**config.mk**
```make
export PLATFORM = sky130hd
export DESIGN_NAME = dps_pot_dev_flat
export DESIGN_NICKNAME = d
export VERILOG_FILES = /design/src/hdl/dps_pkg.sv /design/src/hdl/dps_spi_if.sv /design/src/hdl/dps_pot_dev.sv /design/src/flat_wrapper.sv
export SDC_FILE = /design/constraint.sdc
export NUM_CORES = 1
export LEC_CHECK = 0
export BUFFER_PORTS_ARGS = -buffer_cell sky130_fd_sc_hd__buf_2
export CAP_MARGIN = 5
export CORE_ASPECT_RATIO = 0.6
export CORE_MARGIN = 2
export CORE_UTILIZATION = 54
export DETAILED_ROUTE_END_ITERATION = 16
export PLACE_DENSITY = 0.77
export SYNTH_ARGS = -nofsm -noshare
export SYNTH_HDL_FRONTEND = slang
export SYNTH_SLANG_ARGS = --single-unit
```
**constraint.sdc**
```tcl
create_clock -name sys_clk_i -period 7 [get_ports sys_clk_i]
set_input_delay 0.7 -clock sys_clk_i [delete_from_list [all_inputs] [get_ports sys_clk_i]]
set_output_delay 0.7 -clock sys_clk_i [all_outputs]
set_load 0.02 [all_outputs]
```
**src/hdl/dps_pkg.sv**
```systemverilog
// shared constants, opcodes and register map of the dual pot front end
package dps_pkg;
    localparam int CLK_PERIOD_NS = 20;
    localparam int WIPER_LAT_US = 10;
    localparam int WIPER_SETTLE_US = 10;
    localparam int PU_WAIT_MS = 1;
    localparam int NV_WRITE_MS = 5;
    // longest times round down, least times round up
    localparam int WIPER_LAT_CYC = WIPER_LAT_US * 1000 / CLK_PERIOD_NS;
    localparam int WIPER_SETTLE_CYC = WIPER_SETTLE_US * 1000 / CLK_PERIOD_NS;
    localparam int PU_WAIT_CYC =
        (PU_WAIT_MS * 1000000 + CLK_PERIOD_NS - 1) / CLK_PERIOD_NS;
    localparam int NV_WRITE_CYC = NV_WRITE_MS * 1000000 / CLK_PERIOD_NS;
    localparam int LAT_W = $clog2(WIPER_LAT_CYC + WIPER_SETTLE_CYC + 1);
    localparam int SCK_HALF_CYC = 8;
    localparam int DIV_W = 4;
    localparam int POTS = 2;
    localparam logic [4:0] FRAME_BITS = 5'h18;
    localparam logic [4:0] SHORT_BITS = 5'h10;

    // device type code: value is arbitrary
    localparam logic [3:0] DEV_TYPE = 4'h9;
    localparam logic [7:0] SETTING_RST = 8'h80;

    localparam logic [3:0] OP_RD_WPOS = 4'h9;
    localparam logic [3:0] OP_WR_WPOS = 4'ha;
    localparam logic [3:0] OP_RD_SET = 4'hb;
    localparam logic [3:0] OP_WR_SET = 4'hc;
    localparam logic [3:0] OP_SET_TO_WPOS = 4'hd;
    localparam logic [3:0] OP_WPOS_TO_SET = 4'he;
    localparam logic [3:0] OP_GSET_TO_WPOS = 4'h1;
    localparam logic [3:0] OP_GWPOS_TO_SET = 4'h8;
    localparam logic [3:0] OP_STEP = 4'h2;
    localparam logic [3:0] OP_RD_STATUS = 4'h5;

    localparam int AXI_AW = 8;
    localparam logic [7:0] REG_CMD = 8'h00;
    localparam logic [7:0] REG_STATUS = 8'h04;
    localparam logic [7:0] REG_IRQ_STAT = 8'h08;
    localparam logic [7:0] REG_IRQ_CLR = 8'h0c;
    localparam logic [7:0] REG_IRQ_EN = 8'h10;
    localparam int CMD_DATA_LSB = 0;
    localparam int CMD_INS_LSB = 8;
    localparam int CMD_OP_LSB = 12;
    localparam int CMD_BSEL_LSB = 16;
    localparam int CMD_W = 18;
    localparam int STAT_BUSY_BIT = 0;
    localparam int STAT_PURDY_BIT = 1;
    localparam int STAT_RX_LSB = 8;
    localparam int EV_DONE_BIT = 0;
    localparam int EV_REFUSED_BIT = 1;
    localparam logic [1:0] IRQ_EN_RST = 2'h0;
    localparam logic [1:0] RESP_OKAY = 2'h0;
    localparam logic [1:0] RESP_DECERR = 2'h3;

    typedef logic [7:0] dps_byte_t;

    // transfers carry no data byte
    function automatic logic [4:0] dps_cmd_bits(input logic [3:0] op);
        if (op == OP_SET_TO_WPOS || op == OP_WPOS_TO_SET ||
            op == OP_GSET_TO_WPOS || op == OP_GWPOS_TO_SET) begin
            return SHORT_BITS;
        end
        return FRAME_BITS;
    endfunction : dps_cmd_bits

    function automatic logic dps_mapped(input logic [7:0] a);
        return a == REG_CMD || a == REG_STATUS || a == REG_IRQ_STAT ||
            a == REG_IRQ_CLR || a == REG_IRQ_EN;
    endfunction : dps_mapped
endpackage : dps_pkg

```
**src/hdl/dps_spi_if.sv**
```systemverilog
// serial link joining the host end and the device end
`timescale 1ns/10ps
interface dps_spi_if;
    logic cs_n;
    logic sck;
    logic mosi;
    logic miso;
    logic miso_oe;
    logic miso_line;

    // undriven line floats high through a pull-up
    assign miso_line = miso_oe ? miso : 1'b1;

    modport dev (
        input cs_n,
        input sck,
        input mosi,
        output miso,
        output miso_oe
    );
    modport host (
        output cs_n,
        output sck,
        output mosi,
        input miso_line
    );
endinterface : dps_spi_if

```
**src/hdl/dps_pot_dev.sv**
```systemverilog
// device end: serial command decoder, wiper and setting storage
//
// Our own choices: the register offsets and the AXI4-Lite slave port.
`timescale 1ns/10ps
// What this block and the host end do
// [RULE_01] first byte after select is address
// [RULE_02] upper address nibble must equal type code
// [RULE_03] low address bits must match board pins
// [RULE_04] host sends middle address bits as zero
// [RULE_05] second byte is the instruction byte
// [RULE_06] instruction upper nibble is the opcode
// [RULE_07] next two bits pick setting slot
// [RULE_08] low two bits pick the wiper
// [RULE_09] wiper follows register within 10 us
// [RULE_10] wiper settles within 10 us after power
// [RULE_11] host waits 1 ms before any command
// [RULE_12] data sampled on serial clock rise
// [RULE_13] setting save starts at deselect, max 5 ms
// [RULE_14] status read shows write pending bit
// [RULE_15] power-up loads wipers from slot zero
// [RULE_16] mismatched device ignores frame, stays off line
module dps_pot_dev #(
    parameter int NV_CYC = dps_pkg::NV_WRITE_CYC
) (
    input wire logic sys_clk_i,
    input wire logic nrst_i,
    input wire logic [1:0] board_select_bits_i,
    dps_spi_if.dev spi,
    output logic [dps_pkg::POTS-1:0][7:0] wiper_tap_o,
    output logic nv_write_pending_o
);
    import dps_pkg::*;

    localparam int NVW = $clog2(NV_CYC + 1);

    logic [2:0] cs_q;
    logic [2:0] sck_q;
    logic [1:0] mosi_q;
    logic [1:0] bsel_q0;
    logic [1:0] bsel_q1;
    logic sel;
    logic sck_rise;
    logic sck_fall;
    logic frame_end;
    logic [4:0] bit_cnt;
    dps_byte_t rx;
    dps_byte_t rx_next;
    logic byte_done;
    logic [1:0] byte_idx;
    logic matched;
    logic [3:0] opcode_field;
    logic [1:0] slot_idx;
    logic [1:0] wiper_idx;
    logic [3:0] op_i;
    logic instr_done;
    logic data_done;
    logic step_rise;
    logic rd_op;
    dps_byte_t rd_val;
    dps_byte_t tx;
    logic miso_q;
    logic oe_q;
    logic loaded;
    logic commit;
    logic [NVW-1:0] nv_cnt;
    dps_byte_t wpos [POTS];
    logic [3:0][7:0] setting [POTS];
    dps_byte_t tap [POTS];
    logic pend_v [POTS];

    // pins pass two flops; edges come from the second and third
    always_ff @(posedge sys_clk_i or negedge nrst_i) begin
        if (!nrst_i) begin
            cs_q <= 3'h7;
            sck_q <= 3'h0;
            mosi_q <= 2'h0;
            bsel_q0 <= 2'h0;
            bsel_q1 <= 2'h0;
        end else begin
            cs_q <= {cs_q[1:0], spi.cs_n};
            sck_q <= {sck_q[1:0], spi.sck};
            mosi_q <= {mosi_q[0], spi.mosi};
            bsel_q0 <= board_select_bits_i;
            bsel_q1 <= bsel_q0;
        end
    end

    assign sel = !cs_q[1];
    assign sck_rise = sel && sck_q[1] && !sck_q[2]; // see [RULE_12]
    assign sck_fall = sel && !sck_q[1] && sck_q[2];
    assign frame_end = cs_q[1] && !cs_q[2];
    assign rx_next = {rx[6:0], mosi_q[1]};
    assign byte_idx = bit_cnt[4:3];
    assign byte_done = sck_rise && bit_cnt[2:0] == 3'h7;
    assign op_i = rx_next[7:4];
    assign instr_done = matched && byte_done && byte_idx == 2'h1;
    assign data_done = matched && byte_done && byte_idx == 2'h2;
    assign step_rise = matched && sck_rise && byte_idx[1] &&
        opcode_field == OP_STEP;
    assign rd_op = opcode_field == OP_RD_WPOS ||
        opcode_field == OP_RD_SET || opcode_field == OP_RD_STATUS;

    // frame parser; the count stops at a full frame so no late byte ends
    always_ff @(posedge sys_clk_i or negedge nrst_i) begin
        if (!nrst_i) begin
            bit_cnt <= 5'h0;
            rx <= 8'h0;
            matched <= 1'b0;
            opcode_field <= 4'h0;
            slot_idx <= 2'h0;
            wiper_idx <= 2'h0;
        end else if (!sel) begin
            bit_cnt <= 5'h0;
            matched <= 1'b0; // see [RULE_16]
        end else if (sck_rise) begin
            rx <= rx_next;
            if (bit_cnt != FRAME_BITS) begin
                bit_cnt <= bit_cnt + 5'h1;
            end
            if (byte_done && byte_idx == 2'h0) begin // see [RULE_01]
                matched <= rx_next[7:4] == DEV_TYPE && // see [RULE_02]
                    rx_next[1:0] == bsel_q1; // see [RULE_03]
            end
            if (instr_done) begin // see [RULE_05]
                opcode_field <= op_i; // see [RULE_06]
                slot_idx <= rx_next[3:2]; // see [RULE_07]
                wiper_idx <= rx_next[1:0]; // see [RULE_08]
            end
        end
    end

    always_comb begin
        case (op_i)
            OP_RD_WPOS: rd_val = wpos[rx_next[0]];
            OP_RD_SET: rd_val = setting[rx_next[0]][rx_next[3:2]];
            OP_RD_STATUS: rd_val = {7'h0, nv_write_pending_o}; // see [RULE_14]
            default: rd_val = 8'h0;
        endcase
    end

    // reply shifts out on falling edges, line released while deselected
    always_ff @(posedge sys_clk_i or negedge nrst_i) begin
        if (!nrst_i) begin
            tx <= 8'h0;
            miso_q <= 1'b0;
            oe_q <= 1'b0;
        end else if (!sel) begin
            oe_q <= 1'b0;
        end else if (instr_done) begin
            tx <= rd_val;
        end else if (sck_fall && matched && byte_idx == 2'h2 && rd_op) begin
            miso_q <= tx[7];
            tx <= {tx[6:0], 1'b0};
            oe_q <= 1'b1; // see [RULE_16]
        end
    end

    assign spi.miso = miso_q;
    assign spi.miso_oe = oe_q;

    always_ff @(posedge sys_clk_i or negedge nrst_i) begin
        if (!nrst_i) begin
            loaded <= 1'b0;
        end else begin
            loaded <= 1'b1;
        end
    end

    // save begins only when the frame closes
    assign commit = frame_end && (pend_v[0] || pend_v[1]);

    always_ff @(posedge sys_clk_i or negedge nrst_i) begin
        if (!nrst_i) begin
            nv_cnt <= '0;
            nv_write_pending_o <= 1'b0;
        end else if (commit) begin
            nv_cnt <= NVW'(NV_CYC - 1); // see [RULE_13]
            nv_write_pending_o <= 1'b1;
        end else if (nv_cnt != '0) begin
            nv_cnt <= nv_cnt - 1'b1;
        end else begin
            nv_write_pending_o <= 1'b0;
        end
    end

    genvar g;
    generate
        for (g = 0; g < POTS; g++) begin : g_pot
            logic hit_i;
            logic hit_d;
            dps_byte_t next_wpos;
            logic [1:0] pend_slot;
            dps_byte_t pend_val;
            logic lat_run;
            logic [LAT_W-1:0] lat_cnt;

            // only two pots, so the low wiper index bit decides
            assign hit_i = rx_next[0] == 1'(g); // see [RULE_08]
            assign hit_d = wiper_idx[0] == 1'(g);

            always_comb begin
                next_wpos = wpos[g];
                if (!loaded) begin
                    next_wpos = setting[g][0]; // see [RULE_15]
                end else if (instr_done && (op_i == OP_GSET_TO_WPOS ||
                    (op_i == OP_SET_TO_WPOS && hit_i))) begin
                    next_wpos = setting[g][rx_next[3:2]]; // see [RULE_07]
                end else if (data_done && hit_d &&
                    opcode_field == OP_WR_WPOS) begin
                    next_wpos = rx_next;
                end else if (step_rise && hit_d) begin
                    if (mosi_q[1] && wpos[g] != 8'hff) begin
                        next_wpos = wpos[g] + 8'h1;
                    end else if (!mosi_q[1] && wpos[g] != 8'h00) begin
                        next_wpos = wpos[g] - 8'h1;
                    end
                end
            end

            // a busy store refuses new saves rather than queue them
            always_ff @(posedge sys_clk_i or negedge nrst_i) begin
                if (!nrst_i) begin
                    pend_v[g] <= 1'b0;
                    pend_slot <= 2'h0;
                    pend_val <= 8'h0;
                end else if (frame_end) begin
                    pend_v[g] <= 1'b0;
                end else if (!nv_write_pending_o && instr_done &&
                    (op_i == OP_GWPOS_TO_SET ||
                    (op_i == OP_WPOS_TO_SET && hit_i))) begin
                    pend_v[g] <= 1'b1;
                    pend_slot <= rx_next[3:2];
                    pend_val <= wpos[g];
                end else if (!nv_write_pending_o && data_done && hit_d &&
                    opcode_field == OP_WR_SET) begin
                    pend_v[g] <= 1'b1;
                    pend_slot <= slot_idx;
                    pend_val <= rx_next;
                end
            end

            // stored settings reset to a constant in place of real memory
            always_ff @(posedge sys_clk_i or negedge nrst_i) begin
                if (!nrst_i) begin
                    wpos[g] <= SETTING_RST;
                    setting[g] <= {4{SETTING_RST}};
                end else begin
                    wpos[g] <= next_wpos;
                    if (frame_end && pend_v[g]) begin
                        setting[g][pend_slot] <= pend_val; // see [RULE_13]
                    end
                end
            end

            // timer is not restarted, so a stream of steps still lands
            always_ff @(posedge sys_clk_i or negedge nrst_i) begin
                if (!nrst_i) begin
                    lat_run <= 1'b1;
                    lat_cnt <= LAT_W'(WIPER_SETTLE_CYC - 1); // see [RULE_10]
                    tap[g] <= SETTING_RST;
                end else if (lat_run && lat_cnt == '0) begin
                    tap[g] <= next_wpos; // see [RULE_09]
                    lat_run <= 1'b0;
                end else if (lat_run) begin
                    lat_cnt <= lat_cnt - 1'b1;
                end else if (next_wpos != wpos[g]) begin
                    lat_run <= 1'b1;
                    lat_cnt <= LAT_W'(WIPER_LAT_CYC - 1); // see [RULE_09]
                end
            end

            assign wiper_tap_o[g] = tap[g];
        end
    endgenerate
endmodule : dps_pot_dev

```
**src/flat_wrapper.sv**
```systemverilog
// flat-port wrapper written by rule: the top's interface ports become plain ports
module dps_pot_dev_flat import dps_pkg::*;
#(
    parameter int NV_CYC = dps_pkg::NV_WRITE_CYC
)
  (sys_clk_i, nrst_i, board_select_bits_i, wiper_tap_o, nv_write_pending_o, spi_cs_n, spi_sck, spi_mosi, spi_miso, spi_miso_oe);
  dps_spi_if spi_i ();
  input wire logic sys_clk_i;
  input wire logic nrst_i;
  input wire logic [1:0] board_select_bits_i;
  output logic [dps_pkg::POTS-1:0][7:0] wiper_tap_o;
  output logic nv_write_pending_o;
  input wire logic [$bits(spi_i.cs_n)-1:0] spi_cs_n;
  input wire logic [$bits(spi_i.sck)-1:0] spi_sck;
  input wire logic [$bits(spi_i.mosi)-1:0] spi_mosi;
  output wire logic [$bits(spi_i.miso)-1:0] spi_miso;
  output wire logic [$bits(spi_i.miso_oe)-1:0] spi_miso_oe;
  assign spi_i.cs_n = spi_cs_n;
  assign spi_i.sck = spi_sck;
  assign spi_i.mosi = spi_mosi;
  assign spi_miso = spi_i.miso;
  assign spi_miso_oe = spi_i.miso_oe;
  dps_pot_dev #(.NV_CYC(NV_CYC)) u_core (.sys_clk_i(sys_clk_i), .nrst_i(nrst_i), .board_select_bits_i(board_select_bits_i), .spi(spi_i), .wiper_tap_o(wiper_tap_o), .nv_write_pending_o(nv_write_pending_o));
endmodule
```
==> metrics.md <==
| Metric | Value |
|---|---|
| Non-Filler Instances | `1421` |
| Final setup vio count | `0` |
| Largest net degree at the start of global routing | `86` |
| Multi-input logic area | `5660 µm²` |
| WL per Instance | `20.6 µm` |
| Worst Setup SP | `u_core.bit_cnt[1]` |
| Design Area, Final | `12200 µm²` |
| ANT cells | `0` |
| Starting density of the core | `0.555` |
| Clk sinks | `202` |
| Initial antenna violation count | `0` |
| Setup TNS | `0 ns` |
| Yosys cell types | `88` |
| # Post-CTS Setup Buffers | `0` |
| Main synth FF type | `dfrtp_1` |
| Die X | `190 µm` |
| Vias in the first global route | `8646` |
| Max-cap violation count | `0` |
| Highest metal used | `met4` |
| Post-synth EDFFs | `0` |
| Final period util | `0.587` |
| CP Max Fanout | `13` |
| Io pins | `26` |
| RSZ-0062 raised after global routing | `no` |
| Hold Crit Class | `primary input to async pin` |
| Vias | `9236` |
| Global-route wire length before repair | `47500 µm` |
| Total CTS buffers | `20` |
| Placed Cells | `1385` |
| Ys Warns | `0` |
| Final Skew | `0.0127 ns` |
| DR DRC count | `0` |
| CTS max path bufs | `3` |
| Die Area | `21900 µm²` |
| Pleak | `0.00537 µW` |
| WHS | `0.144 ns` |
| Htree depth | `1` |
| Total area of sequential cells | `5090 µm²` |
| Vert. Die Dim | `115 µm` |
| DRT Wirelength | `29300 µm` |
| Met1 Wirelength | `13500 µm` |
| Slew headroom | `0.158` |
| DRT iter0 DRCs | `1242` |
| Avg Synthesized Cell Area | `9.77 µm²` |
| Max-slew violation count | `0` |
| DP HPWL | `20100 µm` |
| Placed Area | `11500 µm²` |
| Hold Buf Count CTS | `0` |
| Clock transition at path regs | `0.07 ns` |
| WS Path Type | `register to register` |
| Synth async-reset ratio | `1.00` |
| #FFs+latches synth | `202` |
| Worst Path Arrival | `4.55 ns` |
| Syn_nets | `1162` |
| Status | `finished clean` |
| Area delta synth->final | `9.50%` |
| FP Rows | `40` |
| Vias per inst | `6.50` |
| WP data required | `7.44 ns` |
| Flop-to-flop setup slack | `2.89 ns` |
| Seq/Total Area, Yosys | `0.456` |
| Worst-Skew Late Latency | `0.51 ns` |
| Startpoint Class | `register` |
| GP Congestion | `0.965` |
| All-layer global routing usage | `0.274` |
| Fillcell total | `1616` |
| Critical Path Sink | `u_core.g_pot[1].lat_cnt[0]` |
| Crit. End Element | `register` |
| Gate Count Post-Synth | `1143` |
| Total gr overflow | `0` |
| Max rail drop VDD | `0.161 mV` |
| Least-Margin Pin Slew | `1.25 ns` |
| Final hold vios | `0` |
| Fin nets | `1153` |
| Post-synthesis cell area | `11200 µm²` |
| Antenna Nets Post-Route | `0` |
| CORE AREA | `20100 µm²` |
| Share of layout cells above drive strength 1 | `0.189` |
| CTS tree | `done` |
| Worst R2R End | `u_core.g_pot[1].lat_cnt[0]` |
| DR WL met3 | `3260 µm` |
| Fin crit period | `4.11 ns` |
| Root Buffer | `clkbuf_16` |
| Reg2reg start | `u_core.bit_cnt[1]` |
| WL met2 | `12000 µm` |
| Buffers added on ports | `25` |
| Fmax | `243 MHz` |
| # resized after CTS | `0` |
| FF-to-FF path depth | `11` |
| Drt first pass iters | `8` |
| Pwr Density | `250 nW/µm²` |
-- state kept, by name (all words and copies together) (netlist names), 4 cells and up --
register                count
u_core.setting             64
u_core.g_pot.lat_cnt       20
u_core.nv_cnt              18
u_core.g_pot.pend_val      16
u_core.wiper_tap_o         16
u_core.wpos                16
u_core.tx                   8
u_core.rx                   7
u_core.bit_cnt              5
u_core.g_pot.pend_slot      4
u_core.opcode_field         4
-- stage by stage --
step | util | power (µW) | worst slack, ns
6_report | 0.608 | 3060 | 2.89
5_1_grt | 0.608 | 3180 | 2.56
4_1_cts | 0.608 | 3070 | 3.00
3_5_place_dp | 0.570 | 1840 | 3.01
3_3_place_gp | 0.570 | 1830 | 3.15
2_1_floorplan | - | 1710 | 3.65
-- synthesized netlist by cell type, types with 13 or more instances --
| cell | number | area [µm²] |
|---|---|---|
| o21ai_0 | 63 | 315 |
| dfstp_2 | 31 | 815 |
| nor3_1 | 21 | 105 |
| mux4_2 | 16 | 360 |
| nand2b_1 | 13 | 81.3 |
| a31oi_1 | 20 | 125 |
| xnor2_1 | 20 | 175 |
| dfrtp_1 | 171 | 4280 |
| nand2_1 | 156 | 586 |
| nand3_1 | 33 | 165 |
| nor2_1 | 80 | 300 |
| a21oi_1 | 47 | 235 |
| mux2_2 | 73 | 822 |
| clkbuf_1 | 61 | 229 |
| inv_1 | 32 | 120 |
| nor4_1 | 16 | 100 |
| or3_1 | 19 | 119 |
-- logic make-up after synthesis --
group | after synthesis | share of synthesized area
flip-flops | 202 | 0.456
XOR/XNOR | 32 | 0.0251
other | 1 | 0.000336
multiplexers | 95 | 0.111
AND/OR/NAND/NOR | 432 | 0.196
buffers and inverters | 106 | 0.0373
AO/OA/AOI/OAI | 263 | 0.160
adder cells (fa/ha/maj) | 12 | 0.0134
-- worst min path at each step --
stage	cells after the start	startpoint	endpoint	slack (ns)
floorplan	0	u_core.bsel_q0[0]	u_core.bsel_q1[0]	0.33
global placement	0	u_core.bsel_q0[0]	u_core.bsel_q1[0]	0.34
detailed placement	0	u_core.bsel_q0[1]	u_core.bsel_q1[1]	0.34
CTS	1	nrst_i	u_core.setting[20]	0.16
global route	1	nrst_i	u_core.setting[20]	0.17
finish	1	nrst_i	u_core.setting[20]	0.14
-- cells in the final DEF (no fill, tap or decap), types with 13 or more instances in the layout --
cell type / Yosys / final
nand3_1: 33 / 33
a21oi_1: 47 / 47
a31oi_1: 20 / 20
nand2b_1: 13 / 13
buf_2: 6 / 24
o21ai_0: 63 / 61
dfstp_2: 31 / 31
buf_4: 1 / 16
mux2_2: 73 / 73
nor4_1: 16 / 16
xnor2_1: 20 / 20
nor3_1: 21 / 21
dfrtp_1: 171 / 171
or3_1: 19 / 19
mux4_2: 16 / 16
clkbuf_16: 0 / 21
nor2_1: 80 / 80
inv_1: 32 / 32
nand2_1: 156 / 156
-- power by group --
part / internal [µW] / leakage (µW) / switching, µW / total [µW]
sequential: 1270 / 0.00266 / 140 / 1410
combinational: 175 / 0.00234 / 251 / 426
clock: 758 / 0.000370 / 458 / 1220
total: 2210 / 0.00537 / 849 / 3060
-- layout make-up --
type                       count  area share
timing repair buffer          41      0.0208
inverter                      34      0.0104
clock buffer                  30      0.0506
clock inverter                 6      0.0106
tap                          273      0.0279
sequential                   202       0.416
multi-input combinational    835       0.463
-- worst max-delay path: stages, from the launching register on --
cell and delay [ns]:
dfrtp_1 0.40, ha_1 0.19, ha_1 0.19, nand4b_1 0.33
or4_1 0.83, o221ai_1 0.34, a21oi_1 0.07, o32ai_1 0.23
or4b_4 0.51, nor4b_4 0.60, a21oi_2 0.15, o21a_1 0.20
-- metal layers --
layer,vias to the layer above,global-route usage
met5,-,0
met3,62,0.0788
met2,477,0.391
met4,0,0.0589
met1,4518,0.414
li1,4179,-
Note: power is estimated with default switching activity, not from simulation.
